[config.mk]
export PLATFORM = sky130hd
export DESIGN_NAME = bus_transfer_attribute_snoop
export DESIGN_NICKNAME = d
export VERILOG_FILES = /design/src/bus_attr_pkg.sv /design/src/bus_transfer_attribute_snoop.sv /design/src/snoop_decoder.sv
export VERILOG_INCLUDE_DIRS = /design/src
export SDC_FILE = /design/constraint.sdc
export NUM_CORES = 1
export LEC_CHECK = 0
export ABC_AREA = 1
export BUFFER_PORTS_ARGS = -buffer_cell sky130_fd_sc_hd__buf_2
export CAP_MARGIN = 15
export CORE_AREA = 3 3 151 153
export CTS_CLUSTER_SIZE = 16
export DETAILED_ROUTE_END_ITERATION = 7
export DIE_AREA = 0 0 154 156
export PLACE_DENSITY = 0.68
export SLEW_MARGIN = 0
export SYNTH_ARGS = -nofsm -noshare
export SYNTH_HDL_FRONTEND = slang
export SYNTH_SLANG_ARGS = --single-unit
[constraint.sdc]
create_clock -name aclk -period 1.66 [get_ports aclk]
set_clock_uncertainty 0.2 [all_clocks]
set_input_delay 0.498 -clock aclk [delete_from_list [all_inputs] [get_ports aclk]]
set_output_delay 0.498 -clock aclk [all_outputs]
set_load 0.03 [all_outputs]
[src/bus_attr_map.svh]
// Register offsets, field positions, reset values and bus encodings.
`ifndef BUS_ATTR_MAP_SVH
`define BUS_ATTR_MAP_SVH

// Register byte offsets on the control bus.
`define OFF_CONFIG        8'h00
`define OFF_EXT_ACCESS    8'h04
`define OFF_MASTER_ADDR   8'h08
`define OFF_MASTER_CMD    8'h0C
`define OFF_STATUS        8'h10

// Reset values.
`define RST_CONFIG        1'h0
`define RST_EXT_ACCESS    4'h0
`define RST_WORD          32'h0000_0000

// Field positions in the configuration and command registers.
`define CFG_BCAST_BIT     0
`define CMD_TYPE_LSB      0
`define CMD_SIZE_LSB      8
`define CMD_BURST_BIT     12
`define CMD_INHIBIT_BIT   13

// Field positions in the status register.
`define ST_BUSY_BIT       0
`define ST_DROPPED_BIT    1
`define ST_REFUSED_BIT    2
`define ST_ACTION_LSB     4
`define ST_SNOOP_BURST    12

// Transfer type codes, first wire of the bus in the top bit.
`define TT_CLEAN          5'h00
`define TT_FLUSH          5'h04
`define TT_SYNC           5'h08
`define TT_KILL           5'h0C
`define TT_BARRIER        5'h10
`define TT_ECTL_WRITE     5'h14
`define TT_TLB_INV        5'h18
`define TT_ECTL_READ      5'h1C
`define TT_RESV_SET       5'h01
`define TT_TLB_SYNC       5'h09
`define TT_ICBI           5'h0D
`define TT_WR_FLUSH       5'h02
`define TT_WR_KILL        5'h06
`define TT_READ           5'h0A
`define TT_RWITM          5'h0E
`define TT_WR_FLUSH_AT    5'h12
`define TT_READ_AT        5'h1A
`define TT_RWITM_AT       5'h1E
`define TT_READ_NOCACHE   5'h0B

// Transfer size codes.
`define TSIZE_8B          3'h0
`define TSIZE_BURST       3'h2
`define TSIZE_MAX_LEGAL   3'h4

// Bus response codes.
`define RESP_OKAY         2'h0
`define RESP_SLVERR       2'h2

`endif

[src/bus_attr_pkg.sv]
// Types shared by the bus attribute and snoop logic.
package bus_attr_pkg;

  // Master address tenure state.
  typedef enum logic [1:0] {
    TEN_IDLE  = 2'b01,
    TEN_DRIVE = 2'b10
  } tenure_state_type;

  // Action taken on a snoop hit.
  typedef enum logic [4:0] {
    ACT_NONE         = 5'b00001,
    ACT_CLEAN        = 5'b00010,
    ACT_FLUSH        = 5'b00100,
    ACT_FLUSH_CANCEL = 5'b01000,
    ACT_KILL_CANCEL  = 5'b10000
  } snoop_action_type;

endpackage : bus_attr_pkg

[src/bus_transfer_attribute_snoop.sv]
// Bus master transfer attributes and snoop response with a control slave.
//
// Our own choices: the register offsets and the AXI4-Lite slave port.
`timescale 1ns/10ps
`include "bus_attr_map.svh"

module bus_transfer_attribute_snoop (
  // Clock and synchronous active-low reset.
  input  wire logic        aclk,
  input  wire logic        aresetn,
  // Control bus write address and data.
  input  wire logic [7:0]  s_axi_awaddr,
  input  wire logic        s_axi_awvalid,
  output logic             s_axi_awready,
  input  wire logic [31:0] s_axi_wdata,
  input  wire logic [3:0]  s_axi_wstrb,
  input  wire logic        s_axi_wvalid,
  output logic             s_axi_wready,
  // Control bus write response.
  output logic [1:0]       s_axi_bresp,
  output logic             s_axi_bvalid,
  input  wire logic        s_axi_bready,
  // Control bus read.
  input  wire logic [7:0]  s_axi_araddr,
  input  wire logic        s_axi_arvalid,
  output logic             s_axi_arready,
  output logic [31:0]      s_axi_rdata,
  output logic [1:0]       s_axi_rresp,
  output logic             s_axi_rvalid,
  input  wire logic        s_axi_rready,
  // Master address tenure pins.
  output logic [31:0]      address_out,
  output logic [4:0]       transfer_type_out,
  output logic [2:0]       transfer_size,
  output logic             burst_indicator_out,
  output logic             cache_inhibit_out,
  output logic             attr_oe,
  input  wire logic        address_ack_in,
  // Snooped pins from other masters.
  input  wire logic        snoop_start_in,
  input  wire logic [4:0]  transfer_type_in,
  input  wire logic        burst_indicator_in,
  input  wire logic        global_snoop_request,
  // Data cache lookup and actions.
  output logic             snoop_lookup,
  input  wire logic        snoop_hit,
  output logic             clean_block,
  output logic             flush_block,
  output logic             kill_block,
  output logic             cancel_reservation
);

  ////////////////////////////////////////////////////////////////////////////
  // Software state.
  logic        bcast_en_r;   // Address broadcast enable.
  logic [3:0]  ext_access_r; // Resource id, top bit goes to burst line.
  logic [31:0] maddr_r;      // Address for the next master tenure.
  logic [31:0] mcmd_r;       // Last command written.
  logic        dropped_r;    // Sticky: address-only tenure suppressed.
  logic        refused_r;    // Sticky: illegal size or busy.

  // Bus handshake state.
  logic        aw_got_r;     // Write address held.
  logic        w_got_r;      // Write data held.
  logic [7:0]  awaddr_r;     // Held write address.
  logic [31:0] wdata_r;      // Held write data.
  logic [3:0]  wstrb_r;      // Held byte enables.

  // Tenure and snoop state.
  bus_attr_pkg::tenure_state_type ten_r;
  bus_attr_pkg::snoop_action_type action;
  bus_attr_pkg::snoop_action_type last_act_r;
  logic [4:0]  snp_type_r;   // Latched snooped type.
  logic        snp_burst_r;  // Burst indicator sampled at snoop.
  logic        snp_pend_r;   // Lookup issued, hit due now.
  logic [4:0]  snp_type_p_r; // Type of the lookup whose hit is due now.

  // Two-stage synchronisers for pins.
  logic [8:0]  pin_s1_r;
  logic [8:0]  pin_s2_r;
  logic        ack_s;
  logic        start_s;
  logic [4:0]  type_s;
  logic        burst_s;
  logic        gbl_s;

  // Decoded bus events.
  logic        wr_fire;
  logic        cmd_fire;
  logic [4:0]  cmd_type;
  logic [2:0]  cmd_size;
  logic        cmd_burst;
  logic        cmd_ext;
  logic        cmd_aonly;
  logic        cmd_bad_size;

  // Tells whether a type is an address-only command placed by a master.
  function automatic logic is_addr_only(input logic [4:0] t);
    is_addr_only = (t == `TT_CLEAN) || (t == `TT_FLUSH) ||
                   (t == `TT_SYNC)  || (t == `TT_KILL)  ||
                   (t == `TT_BARRIER);
  endfunction : is_addr_only

  // Merges a write into a word under its byte enables.
  function automatic logic [31:0] merge(input logic [31:0] old,
                                        input logic [31:0] nw,
                                        input logic [3:0]  be);
    merge = old;
    for (int i = 0; i < 4; i++) begin
      if (be[i]) begin
        merge[i*8 +: 8] = nw[i*8 +: 8];
      end
    end
  endfunction : merge

  ////////////////////////////////////////////////////////////////////////////
  // Pin synchronisers; only the second stage is read.
  always_ff @(posedge aclk) begin
    if (!aresetn) begin
      pin_s1_r <= 9'h000;
      pin_s2_r <= 9'h000;
    end else begin
      pin_s1_r <= {address_ack_in, snoop_start_in, transfer_type_in,
                   burst_indicator_in, global_snoop_request};
      pin_s2_r <= pin_s1_r;
    end
  end

  assign ack_s   = pin_s2_r[8];
  assign start_s = pin_s2_r[7];
  assign type_s  = pin_s2_r[6:2];
  assign burst_s = pin_s2_r[1];
  assign gbl_s   = pin_s2_r[0];

  ////////////////////////////////////////////////////////////////////////////
  // Write channel: address and data taken in either order.
  assign wr_fire = aw_got_r && w_got_r && !s_axi_bvalid;

  always_ff @(posedge aclk) begin
    if (!aresetn) begin
      aw_got_r      <= 1'b0;
      w_got_r       <= 1'b0;
      awaddr_r      <= 8'h00;
      wdata_r       <= `RST_WORD;
      wstrb_r       <= 4'h0;
      s_axi_awready <= 1'b0;
      s_axi_wready  <= 1'b0;
      s_axi_bvalid  <= 1'b0;
      s_axi_bresp   <= `RESP_OKAY;
    end else begin
      // Ready is offered only while the channel holds nothing.
      s_axi_awready <= !aw_got_r && !(s_axi_awvalid && s_axi_awready);
      s_axi_wready  <= !w_got_r && !(s_axi_wvalid && s_axi_wready);
      if (s_axi_awvalid && s_axi_awready) begin
        aw_got_r <= 1'b1;
        awaddr_r <= s_axi_awaddr;
      end
      if (s_axi_wvalid && s_axi_wready) begin
        w_got_r <= 1'b1;
        wdata_r <= s_axi_wdata;
        wstrb_r <= s_axi_wstrb;
      end
      if (wr_fire) begin
        // Response follows both halves; only an unmapped offset is an error.
        s_axi_bvalid <= 1'b1;
        s_axi_bresp  <= (awaddr_r == `OFF_CONFIG ||
                         awaddr_r == `OFF_EXT_ACCESS ||
                         awaddr_r == `OFF_MASTER_ADDR ||
                         awaddr_r == `OFF_MASTER_CMD ||
                         awaddr_r == `OFF_STATUS) ? `RESP_OKAY
                                                  : `RESP_SLVERR;
      end else if (s_axi_bvalid && s_axi_bready) begin
        s_axi_bvalid <= 1'b0;
        aw_got_r     <= 1'b0;
        w_got_r      <= 1'b0;
      end
    end
  end

  ////////////////////////////////////////////////////////////////////////////
  // Register writes.
  assign cmd_fire = wr_fire && (awaddr_r == `OFF_MASTER_CMD);

  always_ff @(posedge aclk) begin
    if (!aresetn) begin
      bcast_en_r   <= `RST_CONFIG;
      ext_access_r <= `RST_EXT_ACCESS;
      maddr_r      <= `RST_WORD;
      mcmd_r       <= `RST_WORD;
    end else if (wr_fire) begin
      if (awaddr_r == `OFF_CONFIG && wstrb_r[0]) begin
        bcast_en_r <= wdata_r[`CFG_BCAST_BIT];
      end
      if (awaddr_r == `OFF_EXT_ACCESS && wstrb_r[0]) begin
        ext_access_r <= wdata_r[3:0];
      end
      if (awaddr_r == `OFF_MASTER_ADDR) begin
        maddr_r <= merge(maddr_r, wdata_r, wstrb_r);
      end
      if (cmd_fire) begin
        mcmd_r <= merge(mcmd_r, wdata_r, wstrb_r);
      end
    end
  end

  ////////////////////////////////////////////////////////////////////////////
  // Read channel: one cycle from address to data.
  always_ff @(posedge aclk) begin
    if (!aresetn) begin
      s_axi_arready <= 1'b0;
      s_axi_rvalid  <= 1'b0;
      s_axi_rdata   <= `RST_WORD;
      s_axi_rresp   <= `RESP_OKAY;
    end else if (s_axi_arvalid && s_axi_arready) begin
      s_axi_arready <= 1'b0;
      s_axi_rvalid  <= 1'b1;
      s_axi_rresp   <= `RESP_OKAY;
      s_axi_rdata   <= `RST_WORD;
      unique case (s_axi_araddr)
        `OFF_CONFIG:      s_axi_rdata[`CFG_BCAST_BIT] <= bcast_en_r;
        `OFF_EXT_ACCESS:  s_axi_rdata[3:0] <= ext_access_r;
        `OFF_MASTER_ADDR: s_axi_rdata <= maddr_r;
        `OFF_MASTER_CMD:  s_axi_rdata <= mcmd_r;
        `OFF_STATUS: begin
          s_axi_rdata[`ST_BUSY_BIT]    <= ten_r == bus_attr_pkg::TEN_DRIVE;
          s_axi_rdata[`ST_DROPPED_BIT] <= dropped_r;
          s_axi_rdata[`ST_REFUSED_BIT] <= refused_r;
          s_axi_rdata[`ST_ACTION_LSB +: 5] <= last_act_r;
          s_axi_rdata[`ST_SNOOP_BURST] <= snp_burst_r;
        end
        default: s_axi_rresp <= `RESP_SLVERR;
      endcase
    end else if (s_axi_rvalid && s_axi_rready) begin
      s_axi_rvalid  <= 1'b0;
      s_axi_arready <= 1'b1;
    end else begin
      s_axi_arready <= !s_axi_rvalid;
    end
  end

  ////////////////////////////////////////////////////////////////////////////
  // Command decode from the incoming write word.
  assign cmd_type     = wdata_r[`CMD_TYPE_LSB +: 5];
  assign cmd_size     = wdata_r[`CMD_SIZE_LSB +: 3];
  assign cmd_burst    = wdata_r[`CMD_BURST_BIT];
  assign cmd_ext      = (cmd_type == `TT_ECTL_WRITE) ||
                        (cmd_type == `TT_ECTL_READ);
  assign cmd_aonly    = is_addr_only(cmd_type);
  assign cmd_bad_size = !cmd_burst && !cmd_ext &&
                        (cmd_size > `TSIZE_MAX_LEGAL);

  // Master tenure: attributes follow the address pins exactly.
  always_ff @(posedge aclk) begin
    if (!aresetn) begin
      ten_r               <= bus_attr_pkg::TEN_IDLE;
      address_out         <= `RST_WORD;
      transfer_type_out   <= 5'h00;
      transfer_size       <= `TSIZE_8B;
      burst_indicator_out <= 1'b0;
      cache_inhibit_out   <= 1'b0;
      attr_oe             <= 1'b0;
    end else begin
      unique case (ten_r)
        bus_attr_pkg::TEN_IDLE: begin
          if (cmd_fire && !(cmd_aonly && !bcast_en_r) && !cmd_bad_size) begin
            ten_r             <= bus_attr_pkg::TEN_DRIVE;
            attr_oe           <= 1'b1;
            address_out       <= maddr_r;
            transfer_type_out <= cmd_type;
            if (cmd_ext) begin
              transfer_size       <= ext_access_r[2:0];
              burst_indicator_out <= ext_access_r[3];
              cache_inhibit_out   <= 1'b0;
            end else if (cmd_burst) begin
              transfer_size       <= `TSIZE_BURST;
              burst_indicator_out <= 1'b1;
              cache_inhibit_out   <= 1'b0;
            end else begin
              transfer_size       <= cmd_size;
              burst_indicator_out <= 1'b0;
              cache_inhibit_out   <= wdata_r[`CMD_INHIBIT_BIT];
            end
          end
        end
        bus_attr_pkg::TEN_DRIVE: begin
          if (ack_s) begin
            ten_r   <= bus_attr_pkg::TEN_IDLE;
            attr_oe <= 1'b0;
          end
        end
      endcase
    end
  end

  // Sticky error flags; a new event wins over a write-one clear.
  always_ff @(posedge aclk) begin
    if (!aresetn) begin
      dropped_r <= 1'b0;
      refused_r <= 1'b0;
    end else begin
      if (cmd_fire && cmd_aonly && !bcast_en_r) begin
        dropped_r <= 1'b1;
      end else if (wr_fire && awaddr_r == `OFF_STATUS &&
                   wdata_r[`ST_DROPPED_BIT]) begin
        dropped_r <= 1'b0;
      end
      if (cmd_fire && (cmd_bad_size || ten_r == bus_attr_pkg::TEN_DRIVE)) begin
        refused_r <= 1'b1;
      end else if (wr_fire && awaddr_r == `OFF_STATUS &&
                   wdata_r[`ST_REFUSED_BIT]) begin
        refused_r <= 1'b0;
      end
    end
  end

  ////////////////////////////////////////////////////////////////////////////
  // Snoop: lookup on a global start, act on the hit a cycle later.
  // The decode follows the hit stage, so back-to-back starts keep their type.
  snoop_decoder u_decoder (
    .transfer_type (snp_type_p_r),
    .action        (action)
  );

  always_ff @(posedge aclk) begin
    if (!aresetn) begin
      snoop_lookup       <= 1'b0;
      snp_pend_r         <= 1'b0;
      snp_type_r         <= 5'h00;
      snp_type_p_r       <= 5'h00;
      snp_burst_r        <= 1'b0;
      last_act_r         <= bus_attr_pkg::ACT_NONE;
      clean_block        <= 1'b0;
      flush_block        <= 1'b0;
      kill_block         <= 1'b0;
      cancel_reservation <= 1'b0;
    end else begin
      snoop_lookup <= start_s && gbl_s;
      snp_pend_r   <= snoop_lookup;
      // A later start may reload the latch while this hit is still due.
      snp_type_p_r <= snp_type_r;
      if (start_s && gbl_s) begin
        snp_type_r  <= type_s;
        snp_burst_r <= burst_s;
      end
      clean_block        <= snp_pend_r && snoop_hit &&
                            action == bus_attr_pkg::ACT_CLEAN;
      flush_block        <= snp_pend_r && snoop_hit &&
                            (action == bus_attr_pkg::ACT_FLUSH ||
                             action == bus_attr_pkg::ACT_FLUSH_CANCEL);
      kill_block         <= snp_pend_r && snoop_hit &&
                            action == bus_attr_pkg::ACT_KILL_CANCEL;
      cancel_reservation <= snp_pend_r && snoop_hit &&
                            (action == bus_attr_pkg::ACT_FLUSH_CANCEL ||
                             action == bus_attr_pkg::ACT_KILL_CANCEL);
      if (snp_pend_r && snoop_hit) begin
        last_act_r <= action;
      end
    end
  end
endmodule : bus_transfer_attribute_snoop

[src/snoop_decoder.sv]
// Maps a snooped transfer type to the cache action taken on a hit.
`timescale 1ns/10ps
`include "bus_attr_map.svh"

module snoop_decoder (
  // Snooped transfer type.
  input  wire logic [4:0]                  transfer_type,
  // Chosen action for a hit.
  output bus_attr_pkg::snoop_action_type   action
);

  // Pure decode; the caller qualifies it with the hit and global term.
  always_comb begin
    unique casez (transfer_type)
      `TT_KILL:         action = bus_attr_pkg::ACT_FLUSH_CANCEL;
      `TT_WR_FLUSH,
      `TT_WR_FLUSH_AT:  action = bus_attr_pkg::ACT_FLUSH_CANCEL;
      `TT_WR_KILL:      action = bus_attr_pkg::ACT_KILL_CANCEL;
      `TT_READ,
      `TT_READ_AT:      action = bus_attr_pkg::ACT_CLEAN;
      `TT_RWITM,
      `TT_RWITM_AT:     action = bus_attr_pkg::ACT_FLUSH;
      `TT_READ_NOCACHE: action = bus_attr_pkg::ACT_CLEAN;
      `TT_CLEAN, `TT_FLUSH, `TT_SYNC, `TT_BARRIER, `TT_TLB_INV,
      `TT_TLB_SYNC, `TT_ICBI, `TT_RESV_SET,
      `TT_ECTL_WRITE, `TT_ECTL_READ:
                        action = bus_attr_pkg::ACT_NONE;
      default:          action = bus_attr_pkg::ACT_NONE;
    endcase
  end

endmodule : snoop_decoder
==> qor.txt <==
TIMING
--------------------------------------------------------------------------------------
Fraction of the cycle the final worst path needs                                  104%
Number of pins with negative max-slew slack in the final report                      0
Post-route worst setup slack                                                -0.0688 ns
Highest Clock Rate                                                             578 MHz
Hold Violations, Final                                                               0
Final setup violating endpoints                                                    142
Post-route setup TNS                                                          -3.32 ns
Setup repair after global routing missed its margin                                yes
Minimum period implied by the final worst setup slack                          1.73 ns

PWR
--------------------------------------------------------------------------------------
Static leakage power                                                           6.58 nW
Power Total                                                                    13.0 mW
Sequential cell fraction of total power                                          46.7%
Net switching power of the design                                              3.04 mW
Switching share of total power                                                   23.5%
Power per cell area                                                        960 nW/um^2
Clock share of power                                                             44.4%
Share of power burned in combinational logic                                      9.0%
Cell Int Power                                                                 9.92 mW
Peak supply drop                                                                789 uV

ROUTE
--------------------------------------------------------------------------------------
Vias per Instance                                                                 4.84
Final antenna-violating net count                                                    0
Drt wl/cell                                                                    14.5 um
Total iterations of the first detailed-routing run                                   5
Detailed Route Iter0 Violations                                                    746
DRC                                                                                  0
Number of vias in the routed layout                                               9142
Detailed Route WL                                                             27400 um

CLOCK NETWORK
--------------------------------------------------------------------------------------
CTS tree                                                                         built
Clock sinks                                                                        240
Clock tree root driver cell                                                  clkbuf_16
Clock latency on the worst-skew pair                                           0.52 ns
Clock slew at the register clock pins of the worst setup and hold paths        0.06 ns
H-tree levels                                                                        1
Maximum buffer depth of the clock tree                                               3
Cts bufs inserted                                                                   25

CRITICAL PATH
--------------------------------------------------------------------------------------
Crit end category                                                            flip-flop
Capture point of the worst path                                           address_out[30]
Reg2Reg Launch Point                                                          aw_got_r
Source of the critical timing path                                            aw_got_r
Critical register-to-register path endpoint                               address_out[30]
Worst path arrival time                                                        1.97 ns
Critical setup path kind                                                  flip-flop to flip-flop
R2R cell count                                                                      10
Sort of element at the start of the critical path                            flip-flop
R2R Setup Slk                                                                 -0.07 ns
Highest fanout seen on the critical path                                             8
Data required time at the worst endpoint                                       1.90 ns

SYNTH
--------------------------------------------------------------------------------------
Post-synth top flop                                                            dfxtp_1
Number of warning messages in the yosys log                                          0
Sequential area share after synthesis                                            49.9%
Average footprint of a synthesized cell                                      7.14 um^2
Post-synthesis instance total                                                     1349
#FFs+latches synth                                                                 240
Area of the mapped netlist                                                   9630 um^2
Number of distinct library cells after synthesis                                    32
Number of enable flip-flop cells after synthesis                                     0
Ys async rst share                                                                  0%

FINISH
--------------------------------------------------------------------------------------
Count of placed standard cells in the final layout, fillers left out              1890
Synthesis-to-layout area growth                                                  40.1%
Proportion of layout cells with a drive suffix above 1                           30.2%
Antenna diode count                                                                  0
Footprint of the multi-input gates                                           4070 um^2
Design Area, Final                                                          13500 um^2
Layout fillers                                                                    1864
Area of all sequential standard cells                                        4930 um^2
NumNets Final                                                                     1662

PLACE
--------------------------------------------------------------------------------------
DP HPWL                                                                       17700 um
Area of placed instances                                                    11100 um^2
Number of port buffers                                                             155
Setup slack at placement                                                     -0.200 ns
Number of cells after detailed placement                                          1796
Gpl congestion                                                                   0.870

GLOBAL ROUTE
--------------------------------------------------------------------------------------
Number of global-route vias before repair                                         8388
GRT Resource Usage Total                                                         21.3%
Aggregate global routing overflow                                                    0
Largest net degree at the start of global routing                                   44
Global-route wire length before repair                                        42400 um
Initial antenna violation count                                                      0

DIE
--------------------------------------------------------------------------------------
Die Wd                                                                          154 um
Core outline area                                                           21700 um^2
Row count                                                                           54
Number of top-level pins                                                           158
Starting density of the core                                                     44.4%
Vertical extent of the die                                                      156 um
Die footprint                                                               24000 um^2

WORST HOLD PATH
--------------------------------------------------------------------------------------
Hold Path Class                                                           input port to flip-flop

FLOW RUN
--------------------------------------------------------------------------------------
Max-capacitance violation count                                                      0

RUN STATUS
--------------------------------------------------------------------------------------
Violations in the final reports                                           negative setup slack
Outcome                                                                   finished, violations left

==> cell usage after synthesis (2+ instances only) <==
library cell | count | share of area, %
nor2_1 | 266 | 10
nand2_1 | 250 | 9.7
dfxtp_1 | 240 | 50
inv_1 | 193 | 7.5
o21ai_0 | 101 | 5.2
nand3_1 | 100 | 5.2
a21oi_1 | 67 | 3.5
clkbuf_1 | 37 | 1.4
o211ai_1 | 26 | 2.0
buf_2 | 14 | 0.73
buf_6 | 11 | 1.3
nand4_1 | 8 | 0.52
nor3_1 | 7 | 0.36
nand2_2 | 5 | 0.32
buf_1 | 2 | 0.078
buf_4 | 2 | 0.16
clkinv_1 | 2 | 0.078
nor2_2 | 2 | 0.13
nor2_4 | 2 | 0.23
or2_2 | 2 | 0.13
==> flip-flops by register name, summed over array words and instances, names as in the netlist, 3 cells and up <==
| signal | cells |
|---|---|
| ext_access_r | 4 |
| awaddr_r | 8 |
| transfer_type_out | 5 |
| u_decoder.action | 5 |
| maddr_r | 32 |
| transfer_size | 3 |
| mcmd_r | 32 |
| pin_s1_r | 9 |
| wdata_r | 32 |
| s_axi_rdata | 32 |
| last_act_r | 5 |
| address_out | 32 |
| snp_type_r | 5 |
| pin_s2_r | 9 |
| wstrb_r | 4 |
==> power by group through the flow <==
stage	logic (mW)	registers (mW)	clock network [mW]
floorplan	0.444	6.22	0
global placement	0.956	6.14	0
detailed placement	0.970	6.14	0
CTS	1.09	6.04	5.84
global route	1.27	6.06	6.10
finish	1.16	6.05	5.75
==> metal layers <==
| layer | GRT usage, % | up-vias | wire, um |
|---|---|---|---|
| li1 | - | 4692 | - |
| met1 | 28.8 | 4124 | 12100 |
| met5 | 0 | - | 0 |
| met4 | 5.34 | 0 | 588 |
| met2 | 35.6 | 285 | 12800 |
| met3 | 3.66 | 41 | 1880 |
==> logic make-up after synthesis <==
group                  synth area share (%)
and+or+nand+nor                        27.6
AOI/OAI and AO/OA                      11.2
buffers and inverters                  11.3
DFF                                    49.9
other                                0.0389
==> stage by stage <==
| step | hold WS (ns) | utilization, % |
|---|---|---|
| CTS | 0.0236 | 60.4 |
| finish | 0.0337 | 62.2 |
| floorplan | 0.190 | - |
| global placement | 0.193 | 51.3 |
| global route | 0.0406 | 62.2 |
| detailed placement | 0.199 | 51.3 |
==> worst min-delay path by stage <==
stage               slack (ns)            start  cells past startpoint           to
floorplan                 0.19      pin_s1_r[0]                      2  pin_s2_r[0]
CTS                       0.02  s_axi_wdata[28]                      3  wdata_r[28]
detailed placement        0.20      pin_s1_r[5]                      2  pin_s2_r[5]
global route              0.04  s_axi_wdata[29]                      3  wdata_r[29]
global placement          0.19      pin_s1_r[3]                      2  pin_s2_r[3]
finish                    0.03  s_axi_awaddr[6]                      3  awaddr_r[6]
==> repair_timing <==
| item | CTS | global route |
|---|---|---|
| pin swaps | 5 | 18 |
| hold endpoints to repair | 9 | 0 |
| setup buffers | 24 | 9 |
| hold buffers | 9 | 0 |
| setup endpoints to repair | 197 | 200 |
| gates resized for setup | 307 | 93 |
| cloned | 3 | 6 |
==> layout make-up <==
class                   count  share of cell area, %
flip-flops and latches    240                   36.5
clock buffers              35                   5.06
clock inverters             9                   1.10
well taps                 280                   2.60
multi-input cells         848                   30.2
inverters                 196                   5.51
repair buffers            282                   19.0
==> critical path: stages, from the launching register on <==
cell	delay, ns
dfxtp_2	0.33
nand2_2	0.07
nor2_4	0.13
nand2_2	0.09
nor2_4	0.16
nand4_4	0.15
buf_6	0.18
buf_16	0.15
nand2_2	0.06
nand2_1	0.04
nor2_1	0.09
==> layout by cell type (no fill, tap or decap), types with 3 or more instances in the layout <==
cell	netlist	routed
nand2_4	0	6
o21ai_0	101	85
dlygate4sd3_1	0	9
dfxtp_2	0	91
nor3_1	7	6
o21ai_1	0	10
nand3_2	1	3
clkbuf_16	0	26
a21oi_1	67	64
o21ai_2	0	5
nand2_1	250	225
clkbuf_1	37	8
inv_1	193	190
clkinv_2	0	4
nor2_4	2	11
buf_6	11	100
buf_2	14	69
a21oi_2	0	3
dfxtp_1	240	147
nor2_1	266	239
buf_4	2	87
bufinv_16	0	4
nand2_2	5	21
nand2_8	0	3
buf_12	0	10
nand4_1	8	8
o211ai_1	26	26
nand3_1	100	96
inv_2	1	3
nor2_2	2	20
(Power assumes the default switching activity.)
